$ cat config.mk
export PLATFORM = sky130hd
export DESIGN_NAME = ofc_range_clock_out
export DESIGN_NICKNAME = d
export VERILOG_FILES = /design/src/ofc_pkg.sv /design/src/ofc_range_clock_out.sv /design/src/ofc_range_detect.sv
export VERILOG_INCLUDE_DIRS = /design/src
export SDC_FILE = /design/constraint.sdc
export NUM_CORES = 1
export LEC_CHECK = 0
export ABC_AREA = 1
export BUFFER_PORTS_ARGS = -buffer_cell sky130_fd_sc_hd__clkbuf_2
export CAP_MARGIN = 20
export CORE_AREA = 2 2 149 151
export DETAILED_ROUTE_END_ITERATION = 7
export DIE_AREA = 0 0 151 153
export PLACE_DENSITY = 0.6
export SYNTH_ARGS = -nofsm -noshare
export SYNTH_HDL_FRONTEND = slang
export SYNTH_SLANG_ARGS = --single-unit
$ cat constraint.sdc
create_clock -name clock -period 3.6 [get_ports clock]
set_clock_uncertainty 0.1 [all_clocks]
set_input_delay 1.08 -clock clock [delete_from_list [all_inputs] [get_ports clock]]
set_output_delay 1.08 -clock clock [all_outputs]
set_load 0.01 [all_outputs]
$ cat src/ofc_params.svh
// Register offsets, field positions, reset values and codes of the range flag / clock out block
`ifndef OFC_PARAMS_SVH
`define OFC_PARAMS_SVH

`define OFC_ADDR_CTRL      8'h00
`define OFC_ADDR_THRESH    8'h04
`define OFC_ADDR_HOLD      8'h08
`define OFC_ADDR_STATUS    8'h0c
`define OFC_ADDR_MASK      8'h10
`define OFC_ADDR_STATE     8'h14
`define OFC_ADDR_COUNT_A   8'h18
`define OFC_ADDR_STRIDE    8'h04

`define OFC_CTRL_OVR_BIT   0
`define OFC_CTRL_DIS_BIT   1
`define OFC_CTRL_SEL_LSB   2

`define OFC_STAT_SEL_BIT   3

`define OFC_THRESH_RESET   12'hc00
`define OFC_HOLD_RESET     8'h08
`define OFC_MASK_RESET     4'h0
`define OFC_COUNT_MAX      16'hffff

`define OFC_VAR_ONE        2'h0
`define OFC_VAR_TWO        2'h1
`define OFC_VAR_FOUR       2'h2

`endif

$ cat src/ofc_pkg.sv
// Types shared by the range flag / clock out block
package ofc_pkg;
  typedef enum logic [1:0] {
    OFC_SEL_FLAG,
    OFC_SEL_REF,
    OFC_SEL_DIV2,
    OFC_SEL_DIV4
  } ofc_clk_sel_t;

  typedef logic [11:0] ofc_sample_t;
  typedef logic [7:0]  ofc_hold_t;
  typedef logic [1:0]  ofc_variant_t;
endpackage

$ cat src/ofc_range_clock_out.sv
// Over-range flag outputs with clock-out option on channel C, APB registers and interrupt
//
// What this block does
// - Channel A flag output goes high whenever the channel A sample exceeds the threshold setting outside power-down.
// - Every asserted flag stays high for at least the programmed minimum hold length while its channel stays enabled.
// - Channel B flag output goes high whenever the channel B sample exceeds the threshold setting and channel B is enabled.
// - Channel B detection works only in four- and two-channel variants; the one-channel part keeps it low.
// - Channel C detection exists only in the four-channel variant and drives the C output when no clock is chosen.
// - The C output carries a clock only when the selection picks one and the PLL enable strap is high.
// - With both selection bits low, or the clock disabled by register, the C output carries the C flag.
// - Selection 1 gives the reference copy, 2 the reference divided by two, 3 divided by four.
// - The strap-selected clock appears from reset without any register write.
// - Power-down stops the reference output and any clock on the C output.
//
// The register offsets and the APB slave port are this design's own decisions.
`timescale 1ns/10ps
`include "ofc_params.svh"
module ofc_range_clock_out
  import ofc_pkg::*;
(
  // Clock and reset
  input  wire logic   clock,
  input  wire logic   rst_n,
  // APB slave
  input  wire logic [7:0]  paddr,
  input  wire logic        psel,
  input  wire logic        penable,
  input  wire logic        pwrite,
  input  wire logic [31:0] pwdata,
  output logic [31:0]      prdata,
  output logic             pready,
  output logic             pslverr,
  // Channel samples (magnitude)
  input  wire logic        sample_valid,
  input  ofc_sample_t      sample_a,
  input  ofc_sample_t      sample_b,
  input  ofc_sample_t      sample_c,
  // Straps and power down
  input  wire logic        pll_enable_strap,
  input  wire logic [1:0]  clock_out_select,
  input  ofc_variant_t     variant_strap,
  input  wire logic        power_down_pin,
  // Pin outputs
  output logic             range_flag_a,
  output logic             range_flag_b,
  output logic             range_flag_or_clock_c,
  output logic             synth_ref_output,
  // Interrupt
  output logic             irq
);
  logic         ctrl_override;
  logic         ctrl_disable;
  logic [1:0]   ctrl_sel;
  ofc_sample_t  overrange_threshold;
  ofc_hold_t    overrange_min_hold;
  logic [3:0]   status;
  logic [3:0]   mask;
  logic [15:0]  event_count [3];
  logic [2:0]   ref_cnt;
  logic [2:0]   next_ref_cnt;
  logic [2:0]   chan_en;
  logic [2:0]   flag;
  logic [2:0]   flag_q;
  logic [3:0]   next_set;
  ofc_sample_t  samples [3];
  ofc_clk_sel_t cur_sel;
  ofc_clk_sel_t prev_sel;
  logic         next_out_c;
  logic         access;
  logic         wr_access;
  logic         rd_access;
  logic [31:0]  rd_word;
  logic [3:0]   div4_steady;

  // Effective clock-out choice from straps, register override and PLL strap
  function automatic ofc_clk_sel_t pick_sel(input logic ovr, input logic dis, input logic pll,
                                            input logic [1:0] reg_sel, input logic [1:0] strap_sel);
    logic [1:0] raw;
    raw = ovr ? reg_sel : strap_sel;
    if (dis || !pll || raw == 2'h0) begin
      pick_sel = OFC_SEL_FLAG;
    end else begin
      pick_sel = ofc_clk_sel_t'(raw);
    end
  endfunction

  function automatic logic [7:0] count_addr(input logic [1:0] idx);
    count_addr = `OFC_ADDR_COUNT_A + 8'(idx) * `OFC_ADDR_STRIDE;
  endfunction

  function automatic logic reg_hit(input logic [7:0] addr);
    reg_hit = addr == `OFC_ADDR_CTRL || addr == `OFC_ADDR_THRESH || addr == `OFC_ADDR_HOLD ||
              addr == `OFC_ADDR_STATUS || addr == `OFC_ADDR_MASK || addr == `OFC_ADDR_STATE ||
              addr == count_addr(2'h0) || addr == count_addr(2'h1) || addr == count_addr(2'h2);
  endfunction

  // APB handshake: one wait state, answer registered
  assign access    = psel && penable && pready;
  assign wr_access = access && pwrite && !pslverr;
  assign rd_access = access && !pwrite && !pslverr;

  always_ff @(posedge clock) begin
    if (!rst_n) begin
      pready <= 1'b0;
    end else begin
      pready <= psel && penable && !pready;
    end
  end

  always_comb begin
    rd_word = 32'h0000_0000;
    case (paddr)
      `OFC_ADDR_CTRL: begin
        rd_word[`OFC_CTRL_OVR_BIT]                       = ctrl_override;
        rd_word[`OFC_CTRL_DIS_BIT]                       = ctrl_disable;
        rd_word[`OFC_CTRL_SEL_LSB +: 2]                  = ctrl_sel;
      end
      `OFC_ADDR_THRESH: rd_word[11:0] = overrange_threshold;
      `OFC_ADDR_HOLD:   rd_word[7:0]  = overrange_min_hold;
      `OFC_ADDR_STATUS: rd_word[3:0]  = status;
      `OFC_ADDR_MASK:   rd_word[3:0]  = mask;
      `OFC_ADDR_STATE:  rd_word[11:0] = {variant_strap, power_down_pin, pll_enable_strap,
                                         clock_out_select, cur_sel, 1'b0, flag};
      default: begin
        if (paddr == count_addr(2'h0)) begin
          rd_word[15:0] = event_count[0];
        end else if (paddr == count_addr(2'h1)) begin
          rd_word[15:0] = event_count[1];
        end else if (paddr == count_addr(2'h2)) begin
          rd_word[15:0] = event_count[2];
        end
      end
    endcase
  end

  // Read data sampled one cycle before the access edge
  always_ff @(posedge clock) begin
    if (!rst_n) begin
      prdata  <= 32'h0000_0000;
      pslverr <= 1'b0;
    end else if (psel && penable && !pready) begin
      prdata  <= pwrite ? 32'h0000_0000 : rd_word;
      pslverr <= !reg_hit(paddr);
    end
  end

  // Control registers; reset leaves the straps in charge
  always_ff @(posedge clock) begin
    if (!rst_n) begin
      ctrl_override <= 1'b0;
      ctrl_disable  <= 1'b0;
      ctrl_sel      <= 2'h0;
    end else if (wr_access && paddr == `OFC_ADDR_CTRL) begin
      ctrl_override <= pwdata[`OFC_CTRL_OVR_BIT];
      ctrl_disable  <= pwdata[`OFC_CTRL_DIS_BIT];
      ctrl_sel      <= pwdata[`OFC_CTRL_SEL_LSB +: 2];
    end
  end

  always_ff @(posedge clock) begin
    if (!rst_n) begin
      overrange_threshold <= `OFC_THRESH_RESET;
      overrange_min_hold  <= `OFC_HOLD_RESET;
      mask                <= `OFC_MASK_RESET;
    end else if (wr_access) begin
      if (paddr == `OFC_ADDR_THRESH) begin
        overrange_threshold <= pwdata[11:0];
      end
      if (paddr == `OFC_ADDR_HOLD) begin
        overrange_min_hold <= pwdata[7:0];
      end
      if (paddr == `OFC_ADDR_MASK) begin
        mask <= pwdata[3:0];
      end
    end
  end

  // Channel enables follow the variant strap; power down silences all
  always_comb begin
    chan_en[0] = !power_down_pin;
    chan_en[1] = !power_down_pin && variant_strap != `OFC_VAR_ONE;
    chan_en[2] = !power_down_pin && variant_strap == `OFC_VAR_FOUR;
  end

  assign samples[0] = sample_a;
  assign samples[1] = sample_b;
  assign samples[2] = sample_c;

  generate
    for (genvar i = 0; i < 3; i++) begin : g_chan
      ofc_range_detect u_detect (
        .clock        (clock),
        .rst_n        (rst_n),
        .enable       (chan_en[i]),
        .sample_valid (sample_valid),
        .sample       (samples[i]),
        .threshold    (overrange_threshold),
        .min_hold     (overrange_min_hold),
        .flag         (flag[i])
      );

      // Saturating count of flag rising edges; a write clears, a new event still counts
      always_ff @(posedge clock) begin
        if (!rst_n) begin
          event_count[i] <= 16'h0000;
        end else if (wr_access && paddr == count_addr(2'(i))) begin
          event_count[i] <= {15'h0000, next_set[i]};
        end else if (next_set[i] && event_count[i] != `OFC_COUNT_MAX) begin
          event_count[i] <= event_count[i] + 16'h0001;
        end
      end
    end
  endgenerate

  // Event detection and sticky status
  assign cur_sel  = pick_sel(ctrl_override, ctrl_disable, pll_enable_strap, ctrl_sel, clock_out_select);
  assign next_set = {cur_sel != prev_sel, flag & ~flag_q};

  always_ff @(posedge clock) begin
    if (!rst_n) begin
      flag_q   <= 3'h0;
      prev_sel <= cur_sel; // Straps live in reset, so no false change event after it
    end else begin
      flag_q   <= flag;
      prev_sel <= cur_sel;
    end
  end

  // Read clears only the bits that were returned, so a late event survives
  always_ff @(posedge clock) begin
    if (!rst_n) begin
      status <= 4'h0;
    end else if (rd_access && paddr == `OFC_ADDR_STATUS) begin
      status <= (status & ~prdata[3:0]) | next_set;
    end else begin
      status <= status | next_set;
    end
  end

  always_ff @(posedge clock) begin
    if (!rst_n) begin
      irq <= 1'b0;
    end else begin
      irq <= |(status & mask);
    end
  end

  // Reference model: free-running counter, phase restarts after power down
  assign next_ref_cnt = power_down_pin ? 3'h0 : ref_cnt + 3'h1;

  always_ff @(posedge clock) begin
    if (!rst_n) begin
      ref_cnt <= 3'h0;
    end else begin
      ref_cnt <= next_ref_cnt;
    end
  end

  always_comb begin
    case (cur_sel)
      OFC_SEL_FLAG: next_out_c = flag[2];
      OFC_SEL_REF:  next_out_c = next_ref_cnt[0];
      OFC_SEL_DIV2: next_out_c = next_ref_cnt[1];
      OFC_SEL_DIV4: next_out_c = next_ref_cnt[2];
      default:      next_out_c = flag[2];
    endcase
    if (power_down_pin && cur_sel != OFC_SEL_FLAG) begin
      next_out_c = 1'b0;
    end
  end

  always_ff @(posedge clock) begin
    if (!rst_n) begin
      range_flag_a          <= 1'b0;
      range_flag_b          <= 1'b0;
      range_flag_or_clock_c <= 1'b0;
      synth_ref_output      <= 1'b0;
    end else begin
      range_flag_a          <= flag[0];
      range_flag_b          <= flag[1];
      range_flag_or_clock_c <= next_out_c;
      synth_ref_output      <= !power_down_pin && next_ref_cnt[0];
    end
  end

  // Helper for the divider check only
  always_ff @(posedge clock) begin
    if (!rst_n || cur_sel != OFC_SEL_DIV4 || power_down_pin) begin
      div4_steady <= 4'h0;
    end else if (div4_steady != 4'hf) begin
      div4_steady <= div4_steady + 4'h1;
    end
  end
endmodule

$ cat src/ofc_range_detect.sv
// One channel over-range detector with minimum hold time
`timescale 1ns/10ps
module ofc_range_detect
  import ofc_pkg::*;
(
  // Clock and reset
  input  wire logic  clock,
  input  wire logic  rst_n,
  // Channel data and settings
  input  wire logic  enable,
  input  wire logic  sample_valid,
  input  ofc_sample_t sample,
  input  ofc_sample_t threshold,
  input  ofc_hold_t   min_hold,
  // Result
  output logic        flag
);
  ofc_hold_t hold_cnt;
  ofc_hold_t high_len;
  logic      exceed;

  assign exceed = enable && sample_valid && (sample > threshold);

  // Every new exceed restarts the hold window
  always_ff @(posedge clock) begin
    if (!rst_n || !enable) begin
      flag     <= 1'b0;
      hold_cnt <= '0;
    end else if (exceed) begin
      flag     <= 1'b1;
      hold_cnt <= min_hold;
    end else if (hold_cnt > 8'h01) begin
      hold_cnt <= hold_cnt - 8'h01;
    end else begin
      flag     <= 1'b0;
      hold_cnt <= '0;
    end
  end

  // Helper for the hold check only
  always_ff @(posedge clock) begin
    if (!rst_n || !flag) begin
      high_len <= '0;
    end else if (high_len != 8'hff) begin
      high_len <= high_len + 8'h01;
    end
  end
endmodule

-- Word level (Yosys, flattened, before mapping)
Memory sizes are Yosys's and may differ from the RTL's.
Index checks and enable logic that the tools add are counted.
- memories kept: 1
- register bits: 106
- memory bits (writable): 48
- bits of input ports: 88
- logic and storage cells: 184
- output and inout port bits: 39
- memory list (memory ; words ; bits a word ; read ports ; clocked after memory_dff ; write ports ; line ; RTL):
    event_count ; 3 ; 16 ; 3 ; 0 ; 3 ; ofc_range_clock_out.sv:58 ; logic [15:0] event_count [3];
- multiplexer cells: 53
- add/subtract/negate cells: 7
- $lt $le $gt $ge: 6
- bitwise gates (word level): 14
- reduce and logical (&&, ||, !) cells: 60
- eq/ne operators: 19
- operators by type and width (cell ; number):
    $mux 16 ; 10
    $add 16x1->16 const B ; 3
    $mux 8 ; 6
    $ne 16x16->1 const B ; 3
    $gt 12x12->1 ; 3
    $eq 8x5->1 const B ; 4
    $mux 1 ; 28
    $logic_and 1x1->1 ; 25
    $gt 8x1->1 const B ; 3
    $pmux 4 s6 ; 1
    $sub 8x1->8 const B ; 3
    $eq 8x4->1 const B ; 2
    $pmux 4 s4 ; 1
    $logic_or 1x1->1 ; 13
    $pmux 4 s3 ; 1
    $logic_not 1->1 ; 9
    $and 4x4->4 ; 2
    $eq 8x3->1 const B ; 1
    $eq 8x6->1 const B ; 1
    $logic_not 8->1 ; 1
    $mux 4 ; 2
    $or 4x4->4 ; 2
    $reduce_or 4->1 ; 2
    $eq 2x2->1 const B ; 3
    other kinds (18) ; 30

-- Longest topological paths before layout
Gate-level depths: netlist of run 1.
- depth in word-level cells: 10
- mapped depth: 11
- mapped depth without buffers: 11

-- By module
A second synthesis of run 1 with hierarchy kept.
- cells, all modules: 1224
- area, all modules: 8633.3 sq um
- modules (own cells, without submodules) (module ; area an instance (sq um) ; cells an instance ; sequential area each (sq um) ; times used):
    ofc_range_clock_out ; 5941.9 ; 807 ; 2642.5 ; 1
    ofc_range_detect ; 897.1 ; 139 ; 180.2 ; 3

-- Least setup slack after synthesis of run 1
Ideal clock, no wire load.
- path kind: input-to-reg
- from: input paddr[1]
- to: memory event_count[2][0], enable pin
- stages on the path: 9
- setup slack: 680 ps
- arrival time: 2404 ps
- path through: inv_1 nand2_4 nor2_4 nand2_1 nor2_2 inv_2 nand4_4 buf_6 nand3_1
- RTL lines (item ; line ; RTL):
    start, declared ; ofc_range_clock_out.sv:25 ; input wire logic [7:0] paddr,
    end, declared ; ofc_range_clock_out.sv:58 ;

-- Worst setup path in the final report of run 1
- from: input sample_b[9]
- to: register g_chan[1].u_detect.hold_cnt[2]
- longest elaborated chain between the ends: 3
- ends and longest elaborated chain (item ; line ; RTL):
    start, declared ; ofc_range_clock_out.sv:36 ; input ofc_sample_t sample_b,
    $gt 12x12->1 ; ofc_range_detect.sv:22 ; assign exceed = enable && sample_valid && (sample > threshold);
    $logic_and 1x1->1 ; ofc_range_detect.sv:22 ;
    $mux 8 ; ofc_range_detect.sv:29 ; end else if (exceed) begin
    end signal, assigned ; ofc_range_detect.sv:31 ; hold_cnt <= min_hold;
    end signal, assigned ; ofc_range_detect.sv:33 ; hold_cnt <= hold_cnt - 8'h01;
    end, declared ; ofc_range_detect.sv:18 ; ofc_hold_t hold_cnt;
No other way between the ends.
A chain may end at the register's enable or synchronous reset.

==> impl_results.md, run 1 <==
- Outcome: finished clean
- Clock root buffer master: clkbuf_16
- Pwr dens: 452 mW/mm^2
- Gr usage total: between 20 and 25%
- # Max-Cap Violations: 0
- Crit start category: input pin
- RSZ-0062 raised after global routing: false
- WL final: between 20000 and 25000 microns
- Area occupied by multi-input gates: 0.00460 sq mm
- Die X: 151 microns
- Layout Cells excl Fill: 1548
- Fin nets: around 1.4k
- Leak Pwr: 4.31 nW
- Slowest CP cell: nand3_1
- Worst Path Max Fanout: 9
- Worst-case reg-to-reg path depth: 9
- Inst Count DP: 1516
- Clock Path Buffers: 2
- Post-synth ARST share: 0%
- Required time of the critical path: 3.85 ns
- Synthesized flop and latch total: ~140
- Fin util: 45.2%
- Yosys Warn Count: 0
- Clock Pin Slew Worst Setup and Hold Paths: around 0.06 ns
- Clock tree sinks: ~140
- Die height: 153 microns
- Ant. Diodes: 0
- Antenna Nets Post-Route: 0
- Max Slew Vio Count: 0
- Final setup vio count: 0
- Iter 0 DRT Violations: roughly 530
- Number of global-route vias before repair: 7197
- Sequential cell area fraction in the yosys report: 37.6%
- Pre-CTS WS: 0.430 ns
- Resized cells post-CTS: 0
- Most frequent cells in the layout: 245 x nand2_1, 159 x nor2_1, 119 x inv_1, 115 x nand3_1, 90 x clkbuf_2
- GP Congestion: ~0.89
- Hold bufs inserted after CTS: 0
- Via count: roughly 7.7k
- Arr. time, crit path: ~3 ns
- IO Pins: 127
- Hold-critical path depth: 2
- Syn Inst Count: 1157
- Layout cells sized above 1: between 10 and 15%
- Port Buffers: 90
- Post-DP HPWL: 18000 microns
- Pin slew with the least headroom to its limit: roughly 0.56 ns
- First-pass GRT wire length: about 37000 microns
- Total core area: 0.0215 sq mm
- Crit path capture type: register
- WP buf/inv: 1
- Final Hold Viols: 0
- Clk Latency, worst-skew pair: between 0.4 and 0.5 ns
- Post-CTS setup buffers: 0
- Hold/Removal Path Class: reg2reg
- CP Depth: 9
- Setup TNS: 0 ns
- Main synth FF type: dfxtp_1
- Synthesized area: 0.00847 sq mm
- Distinct cells, synth: 45
- P&R area growth vs syn: 14.6%
- Tmin final: 2.69 ns
- Largest net degree at the start of global routing: 44
- First-pass iteration count of the detailed router: 5
- Initial antenna violation count: 0
- EDFF count, synth: 48
- # rows: 54
- Reg area: 0.00318 sq mm
- Overflow after GRT: 0
- Peak supply drop: 0.283 mV
- Routed wire per std cell: 15.0 microns
- CTS H-tree depth: 4
- Commonest non-fill, non-tap cell in the layout: nand2_1
- Synthesized area per cell: 7.32 sq um
- Final worst slack: 0.914 ns
- Number of fillers in the final layout: 2230
- Total CTS buffers: 17
- Relative slew slack: 62.9%
- Initial core utilization: a little under 40%
- Worst-path cell chain: clkbuf_2 > ha_1 > a21oi_1 > nor2_1 > nor3_1 > nand3_1 > nand2_1 > nand2_1 > a21oi_1
- Crit path kind: in2reg
- Tcrit/Tclk final: 74.6%
- CTS tree: yes
- # DRC: 0
- Via density: 4.98
- Die Area: around 0.023 sq mm
- Crit path max-delay family: simple AND/OR/NAND/NOR gates
- CP peak stage delay: around 0.40 ns
- Fmax: about 370 MHz
==> area by class of cell <==
cell class                 count  area share (%)
multi-input combinational    869            47.4
inverter                     131            5.09
clock inverter                14           0.992
sequential                   135            32.8
timing repair buffer         101            5.49
tap                          280            3.61
clock buffer                  18            4.64
==> report_power, final <==
part           internal (W)  switching [W]  total, W
logic              0.000410       0.000603   0.00101
clock network      0.000922       0.000710   0.00163
registers           0.00166      0.0000800   0.00174
total               0.00300        0.00139   0.00439
==> per-stage QoR <==
stage	hold slack (ns)	cell area (sq um)	power, W
detailed placement	0.356	9160	0.00278
finish	0.365	9710	0.00439
global placement	0.356	9160	0.00278
global route	0.384	9710	0.00464
CTS	0.365	9710	0.00442
floorplan	0.330	8530	0.00258
==> state kept, by name, indices dropped and copies added, names as in the netlist, 2 cells and up <==
signal and cells:
prev_sel 2, g_chan.u_detect.flag 3, status 4, mask 4, overrange_min_hold 8, overrange_threshold 12
g_chan.u_detect.hold_cnt 24, event_count 48, ctrl_sel 2, prdata 16, flag_q 3, ref_cnt 3
==> logic make-up (layout without fill, tap and decap cells) <==
logic type / Yosys count / in the layout / synth area share (%)
simple gates: 615 / 615 / 33.0
flops: 135 / 135 / 37.6
xor+xnor: 40 / 40 / 4.13
other cells: 1 / 16 / 0.0443
compound gates: 152 / 152 / 9.61
buf+inv: 168 / 264 / 8.81
fa+ha+maj: 46 / 46 / 6.79
==> routing by layer <==
layer | track usage, % | wire length [microns] | up-vias
met1 | 26.5 | 10300 | 3515
li1 | - | - | 3980
met4 | 7.70 | 677 | 0
met5 | 0 | 0 | -
met3 | 4.12 | 966 | 37
met2 | 34.5 | 11300 | 171
==> path summary, 6_finish.rpt <==
check | startpoint | to | slack, ns
setup / recovery | sample_b[9] | g_chan[1].u_detect.hold_cnt[2] | 0.91
hold / removal | prdata[13] | prdata[13] | 0.37
setup reg to reg | overrange_threshold[9] | g_chan[1].u_detect.hold_cnt[2] | 1.21
hold reg to reg | prdata[13] | prdata[13] | 0.37
==> worst reg2reg max path, delay by kind of cell, from the launching register on <==
family	cells	cell delay (ns)
and+or+nand+nor	5	1.19
DFF	1	0.33
adders and majority gates	1	0.30
AOI/OAI and AO/OA	2	0.29
buffers and inverters	1	0.10
==> cells in the mapped netlist (11+ instances only) <==
| cell | n | area, sq um |
|---|---|---|
| buf_4 | 19 | 143 |
| ha_1 | 46 | 576 |
| edfxtp_1 | 48 | 1440 |
| o21ai_0 | 47 | 235 |
| xnor2_1 | 11 | 96.3 |
| nand2_1 | 245 | 920 |
| dfxtp_1 | 87 | 1740 |
| a21oi_1 | 87 | 435 |
| xor2_1 | 29 | 254 |
| nand3_1 | 115 | 576 |
| nand4_1 | 21 | 131 |
| nor3_1 | 23 | 115 |
| inv_1 | 119 | 447 |
| nor2_1 | 159 | 597 |
| nand2_2 | 11 | 68.8 |
No activity file was read; power rests on OpenSTA's default activity.
==> run 2, diff against run 1 <==
--- a/config.mk
+++ b/config.mk
@@ -12,7 +12,7 @@
 export CORE_AREA = 2 2 149 151
 export DETAILED_ROUTE_END_ITERATION = 7
 export DIE_AREA = 0 0 151 153
-export PLACE_DENSITY = 0.6
+export PLACE_DENSITY = 0.62
 export SYNTH_ARGS = -nofsm -noshare
 export SYNTH_HDL_FRONTEND = slang
 export SYNTH_SLANG_ARGS = --single-unit
==> constraint.sdc (replaced) <==
create_clock -name clock -period 2.33 [get_ports clock]
set_clock_uncertainty 0.1 [all_clocks]
set_input_delay 0.699 -clock clock [delete_from_list [all_inputs] [get_ports clock]]
set_output_delay 0.699 -clock clock [all_outputs]
set_load 0.01 [all_outputs]
==> run 2 against run 1 <==
  * Critical path depth is 1 higher
  * Combinational power is 60% higher
  * Cell count is 2.3% higher
  * Clock power is 61% higher
  * Non-clock buffer count is 36 higher
  * Critical endpoint is now g_chan[0].u_detect.hold_cnt[5]
==> impl_results.md, run 2 (synthesized netlist as in run 1, its figures left out) <==
- Hold-critical path depth: 2
- Gr usage total: 20.9%
- Worst-case reg-to-reg path depth: 10
- Via count: 7869
- Peak supply drop: 0.502 mV
- Die X: approximately 150 microns
- Clock tree sinks: 135
- Final Hold Viols: 0
- Pin slew with the least headroom to its limit: approximately 0.54 ns
- Required time of the critical path: approximately 2.6 ns
- Initial core utilization: 39.4%
- First-pass GRT wire length: about 37000 microns
- Most frequent cells in the layout: 244 x nand2_1, 159 x nor2_1, 119 x inv_1, 112 x nand3_1, 90 x clkbuf_2
- RSZ-0062 raised after global routing: false
- P&R area growth vs syn: 19.0%
- Antenna Nets Post-Route: 0
- Post-DP HPWL: 18400 microns
- # Max-Cap Violations: 0
- Crit start category: register
- Clock root buffer master: clkbuf_16
- Overflow after GRT: 0
- Pwr dens: ~700 mW/mm^2
- Layout Cells excl Fill: 1584
- Fmax: 486 MHz
- Outcome: finished clean
- Tmin final: 2.06 ns
- Final setup vio count: 0
- Iter 0 DRT Violations: 477
- Max Slew Vio Count: 0
- Biggest regs: event_count (48), g_chan.u_detect.hold_cnt (24), prdata (16)
- Crit path capture type: register
- Pre-CTS WS: -0.138 ns
- Clock Path Buffers: 2
- Die height: ~150 microns
- Relative slew slack: 64.2%
- # rows: 54
- WL final: 23300 microns
- CTS H-tree depth: 4
- Fin nets: 1425
- First-pass iteration count of the detailed router: 5
- # DRC: 0
- Overall Power: ~0.0069 W
- Post-CTS setup buffers: 0
- Clock Pin Slew Worst Setup and Hold Paths: 0.06 ns
- IO Pins: approximately 130
- Commonest non-fill, non-tap cell in the layout: nand2_1
- Port Buffers: 90
- Number of global-route vias before repair: 7327
- GP Congestion: between 0.8 and 0.9
- Layout cells sized above 1: 17.2%
- Total CTS buffers: 17
- Ant. Diodes: 0
- Routed wire per std cell: 14.7 microns
- Die Area: 0.0231 sq mm
- Total core area: 0.0215 sq mm
- Leak Pwr: 4.54 nW
- Crit path kind: reg2reg
- CTS tree: yes
- Largest net degree at the start of global routing: 44
- Inst Count DP: 1552
- Worst Path Max Fanout: 9
- Via density: 4.97
- Largest reg by FF count: event_count
- Final worst slack: between 0.2 and 0.3 ns
- Hold bufs inserted after CTS: 0
- Setup TNS: 0 ns
- Arr. time, crit path: 2.31 ns
- Tcrit/Tclk final: 88.4%
- Clk Latency, worst-skew pair: ~0.43 ns
- Fin util: around 47%
- Max reg flops: 48
- Initial antenna violation count: 0
- Hold/Removal Path Class: reg2reg
[run 2: final timing paths]
check / start / slack, ns / to
worst max register to register: overrange_threshold[9] / 0.27 / g_chan[0].u_detect.hold_cnt[5]
worst min register to register: prdata[12] / 0.36 / prdata[12]
worst max-delay path: overrange_threshold[9] / 0.27 / g_chan[0].u_detect.hold_cnt[5]
worst min-delay path: prdata[12] / 0.36 / prdata[12]
[run 2: stage by stage]
| stage | cell area [sq um] | hold WS, ns |
|---|---|---|
| 6_report | 10100 | 0.364 |
| 3_3_place_gp | 9500 | 0.357 |
| 3_5_place_dp | 9500 | 0.357 |
| 4_1_cts | 10100 | 0.366 |
| 2_1_floorplan | 8550 | 0.330 |
| 5_1_grt | 10100 | 0.387 |
[run 2: report_power, final]
group | total [W] | internal, W | switching, W
sequential | 0.00270 | 0.00257 | 0.000126
clock | 0.00262 | 0.00158 | 0.00104
combinational | 0.00162 | 0.000662 | 0.000954
total | 0.00693 | 0.00481 | 0.00212
[run 2: area by class of cell]
type / instances / area [sq um]
flip-flops and latches: 135 / 3180
clock buffers: 24 / 524
fillers: 2163 / 11400
multi-input cells: 869 / 4620
inverters: 131 / 494
well taps: 280 / 350
repair buffers: 137 / 853
clock inverters: 8 / 57.6
[run 2: critical path, cell delays in order (launching register included)]
cell and delay (ns):
dfxtp_1 0.39, inv_1 0.12, ha_1 0.31, nand2_1 0.05, nor2_1 0.19, nand4_1 0.21
nand3_1 0.13, clkinv_1 0.09, nand2_2 0.16, nand2_1 0.07, a21oi_1 0.15
[run 2: what timing repair did]
| action | in CTS | in global routing |
|---|---|---|
| resized for setup | 0 | 1 |
| hold endpoints to repair | 0 | 0 |
| setup endpoints to repair | 0 | 2 |
[run 2: metal layers]
metal	global-route usage [%]	wire, microns
met2	35.1	11200
met5	0	0
met1	26.6	10300
met4	8.10	699
met3	3.76	1010
==> run 3, diff against run 2 <==
--- a/config.mk
+++ b/config.mk
@@ -9,10 +9,11 @@
 export ABC_AREA = 1
 export BUFFER_PORTS_ARGS = -buffer_cell sky130_fd_sc_hd__clkbuf_2
 export CAP_MARGIN = 20
-export CORE_AREA = 2 2 149 151
+export CORE_AREA = 2 2 134 136
 export DETAILED_ROUTE_END_ITERATION = 7
-export DIE_AREA = 0 0 151 153
-export PLACE_DENSITY = 0.62
+export DIE_AREA = 0 0 136 138
+export PLACE_DENSITY = 0.74
+export REMOVE_ABC_BUFFERS = 1
 export SYNTH_ARGS = -nofsm -noshare
 export SYNTH_HDL_FRONTEND = slang
 export SYNTH_SLANG_ARGS = --single-unit
==> run 3 against run 2 <==
  * Clock power decreased by 5%
  * Via count increased by 2.0%
  * Worst hold slack improved by 0.0023 ns
  * Wire length decreased by 2.4%
  * Count of clock-buffer cells in the layout decreased by 2
  * Largest cell class unchanged
  * Largest power group unchanged
  * Critical path depth unchanged
==> impl_results.md, run 3 (synthesized netlist as in run 1, its figures left out) <==
- Outcome: finished clean
- Final setup vio count: 0
- WP buf/inv: 2
- Die Area: 0.0188 sq mm
- Largest reg by FF count: event_count
- Net Sw Frac: a little under a third
- Most frequent cells in the layout: 245 x nand2_1, 159 x nor2_1, 119 x inv_1, 115 x nand3_1, 90 x clkbuf_2
- Crit path capture type: register
- Fin nets: 1421
- Arr. time, crit path: 2.33 ns
- CTS H-tree depth: 4
- GP Congestion: 0.929
- Met2 routed WL: 11000 microns
- Post-CTS setup buffers: 0
- Max Slew Vio Count: 0
- Crit path max-delay family: simple AND/OR/NAND/NOR gates
- Biggest regs: event_count (48), g_chan.u_detect.hold_cnt (24), prdata (16)
- Port Buffers: 90
- Comb pwr share: 23.6%
- Tcrit/Tclk final: 89.1%
- Via count: around 8k
- Die X: 136 microns
- Pre-CTS WS: -0.112 ns
- Part of the power in the clock network: 36.6%
- Number of global-route vias before repair: 7702
- Ant. Diodes: 0
- CTS tree: yes
- Pin slew with the least headroom to its limit: 0.538 ns
- RSZ-0062 raised after global routing: false
- Required time of the critical path: 2.59 ns
- Post-DP HPWL: 17400 microns
- # rows: 49
- CP peak stage delay: 0.33 ns
- Routed wire per std cell: 14.9 microns
- Psw: 0.00206 W
- Resized cells post-CTS: 0
- Largest net degree at the start of global routing: 44
- Fin util: 56.8%
- Antenna Nets Post-Route: 0
- First-pass iteration count of the detailed router: 5
- Total CTS buffers: 17
- Initial antenna violation count: 0
- # Max-Cap Violations: 0
- Overflow after GRT: 0
- Worst Path Max Fanout: 9
- Die height: 138 microns
- Flop pwr share: 39.8%
- Number of fillers in the final layout: between 1.5k and 2k
- Hold/Removal Path Class: reg2reg
- Worst-path cell chain: inv_1 > ha_1 > nand2_1 > nor2_1 > nand4_1 > nand3_1 > clkinv_1 > nand2_1 > nand2_1 > a21oi_1
- P&R area growth vs syn: 17.5%
- Gr usage total: 25.0%
- DRT met1 WL: 9870 microns
- Final Hold Viols: 0
- Fmax: 482 MHz
- Pwr dens: around 700 mW/mm^2
- Final worst slack: 0.254 ns
- Max reg flops: 48
- Relative slew slack: 64.1%
- Iter 0 DRT Violations: 546
- Peak supply drop: 0.692 mV
- Layout cells sized above 1: roughly 17%
- Clock tree sinks: 135
- IO Pins: 127
- Crit start category: register
- Crit path kind: reg2reg
- Clk Latency, worst-skew pair: around 0.43 ns
- # DRC: 0
- Hold bufs inserted after CTS: 0
- Leak Pwr: 4.50 nW
- Tmin final: 2.08 ns
- WL final: 22700 microns
- Met3 routed WL: 1160 microns
- Slowest CP cell: dfxtp_1
- Clock Path Buffers: 2
- Initial core utilization: 48.3%
- First-pass GRT wire length: 37000 microns
- Internal power: 0.00472 W
- Top layer in use: met4
- Total core area: 0.0175 sq mm
- Clock Pin Slew Worst Setup and Hold Paths: 0.06 ns
- Via density: about 5.3
- Commonest non-fill, non-tap cell in the layout: nand2_1
- Clock root buffer master: clkbuf_16
- Critical Path Most Common Cell: nand2_1
run 3: changes by cell type in the layout (fill, tap and decap cells not counted), sizes merged:
cell      delta
clkinvlp     -1
inv          -1
clkbuf       -2
clkinv       +2
buf          -4
run 3: worst paths after layout:
path                                start                             end  slack (ns)  cells past startpoint
hold reg to reg                prdata[14]                      prdata[14]        0.37                      2
hold / removal                 prdata[14]                      prdata[14]        0.37                      2
setup / recovery  overrange_threshold[11]  g_chan[0].u_detect.hold_cnt[2]        0.25                     10
setup reg to reg  overrange_threshold[11]  g_chan[0].u_detect.hold_cnt[2]        0.25                     10
run 3: area by class of cell:
type                    instances  area (sq um)  share of cell area [%]
well taps                     229           287                    2.88
flip-flops and latches        135          3180                    32.0
repair buffers                133           848                    8.52
clock buffers                  22           495                    4.98
clock inverters                 8          45.0                   0.453
inverters                     131           494                    4.97
multi-input cells             869          4600                    46.2
run 3: worst register-to-register path: stages (launching register included):
cell and delay [ns]:
dfxtp_1 0.33, inv_1 0.09, ha_1 0.31, nand2_1 0.07, nor2_1 0.23, nand4_1 0.20
nand3_1 0.12, clkinv_1 0.08, nand2_1 0.23, nand2_1 0.09, a21oi_1 0.14
run 3: metal layers:
layer  track usage, %  vias to the layer above
met4             10.3                        0
li1                 -                     4055
met2             42.1                      225
met3             4.25                       48
met5                0                        -
met1             31.7                     3702
run 3: per-stage QoR:
| step | power (W) | instance area, sq um | cells | TNS (ns) | hold WS (ns) |
|---|---|---|---|---|---|
| after CTS | 0.00682 | 9950 | 1527 | 0 | 0.370 |
| after floorplan | 0.00395 | 8280 | 1135 | -13.03 | 0.330 |
| after global placement | 0.00430 | 9410 | 1497 | -0.383 | 0.354 |
| after detailed placement | 0.00434 | 9410 | 1497 | -0.778 | 0.361 |
| final | 0.00677 | 9950 | 1527 | 0 | 0.366 |
| after global routing | 0.00716 | 9950 | 1527 | 0 | 0.393 |
run 3: power groups by stage:
stage                     clock [W]  combinational (W)  sequential, W
after floorplan                   0            0.00123        0.00271
after global placement            0            0.00156        0.00274
after detailed placement          0            0.00159        0.00274
after CTS                   0.00252            0.00161        0.00269
after global routing        0.00262            0.00183        0.00271
final                       0.00248            0.00160        0.00270
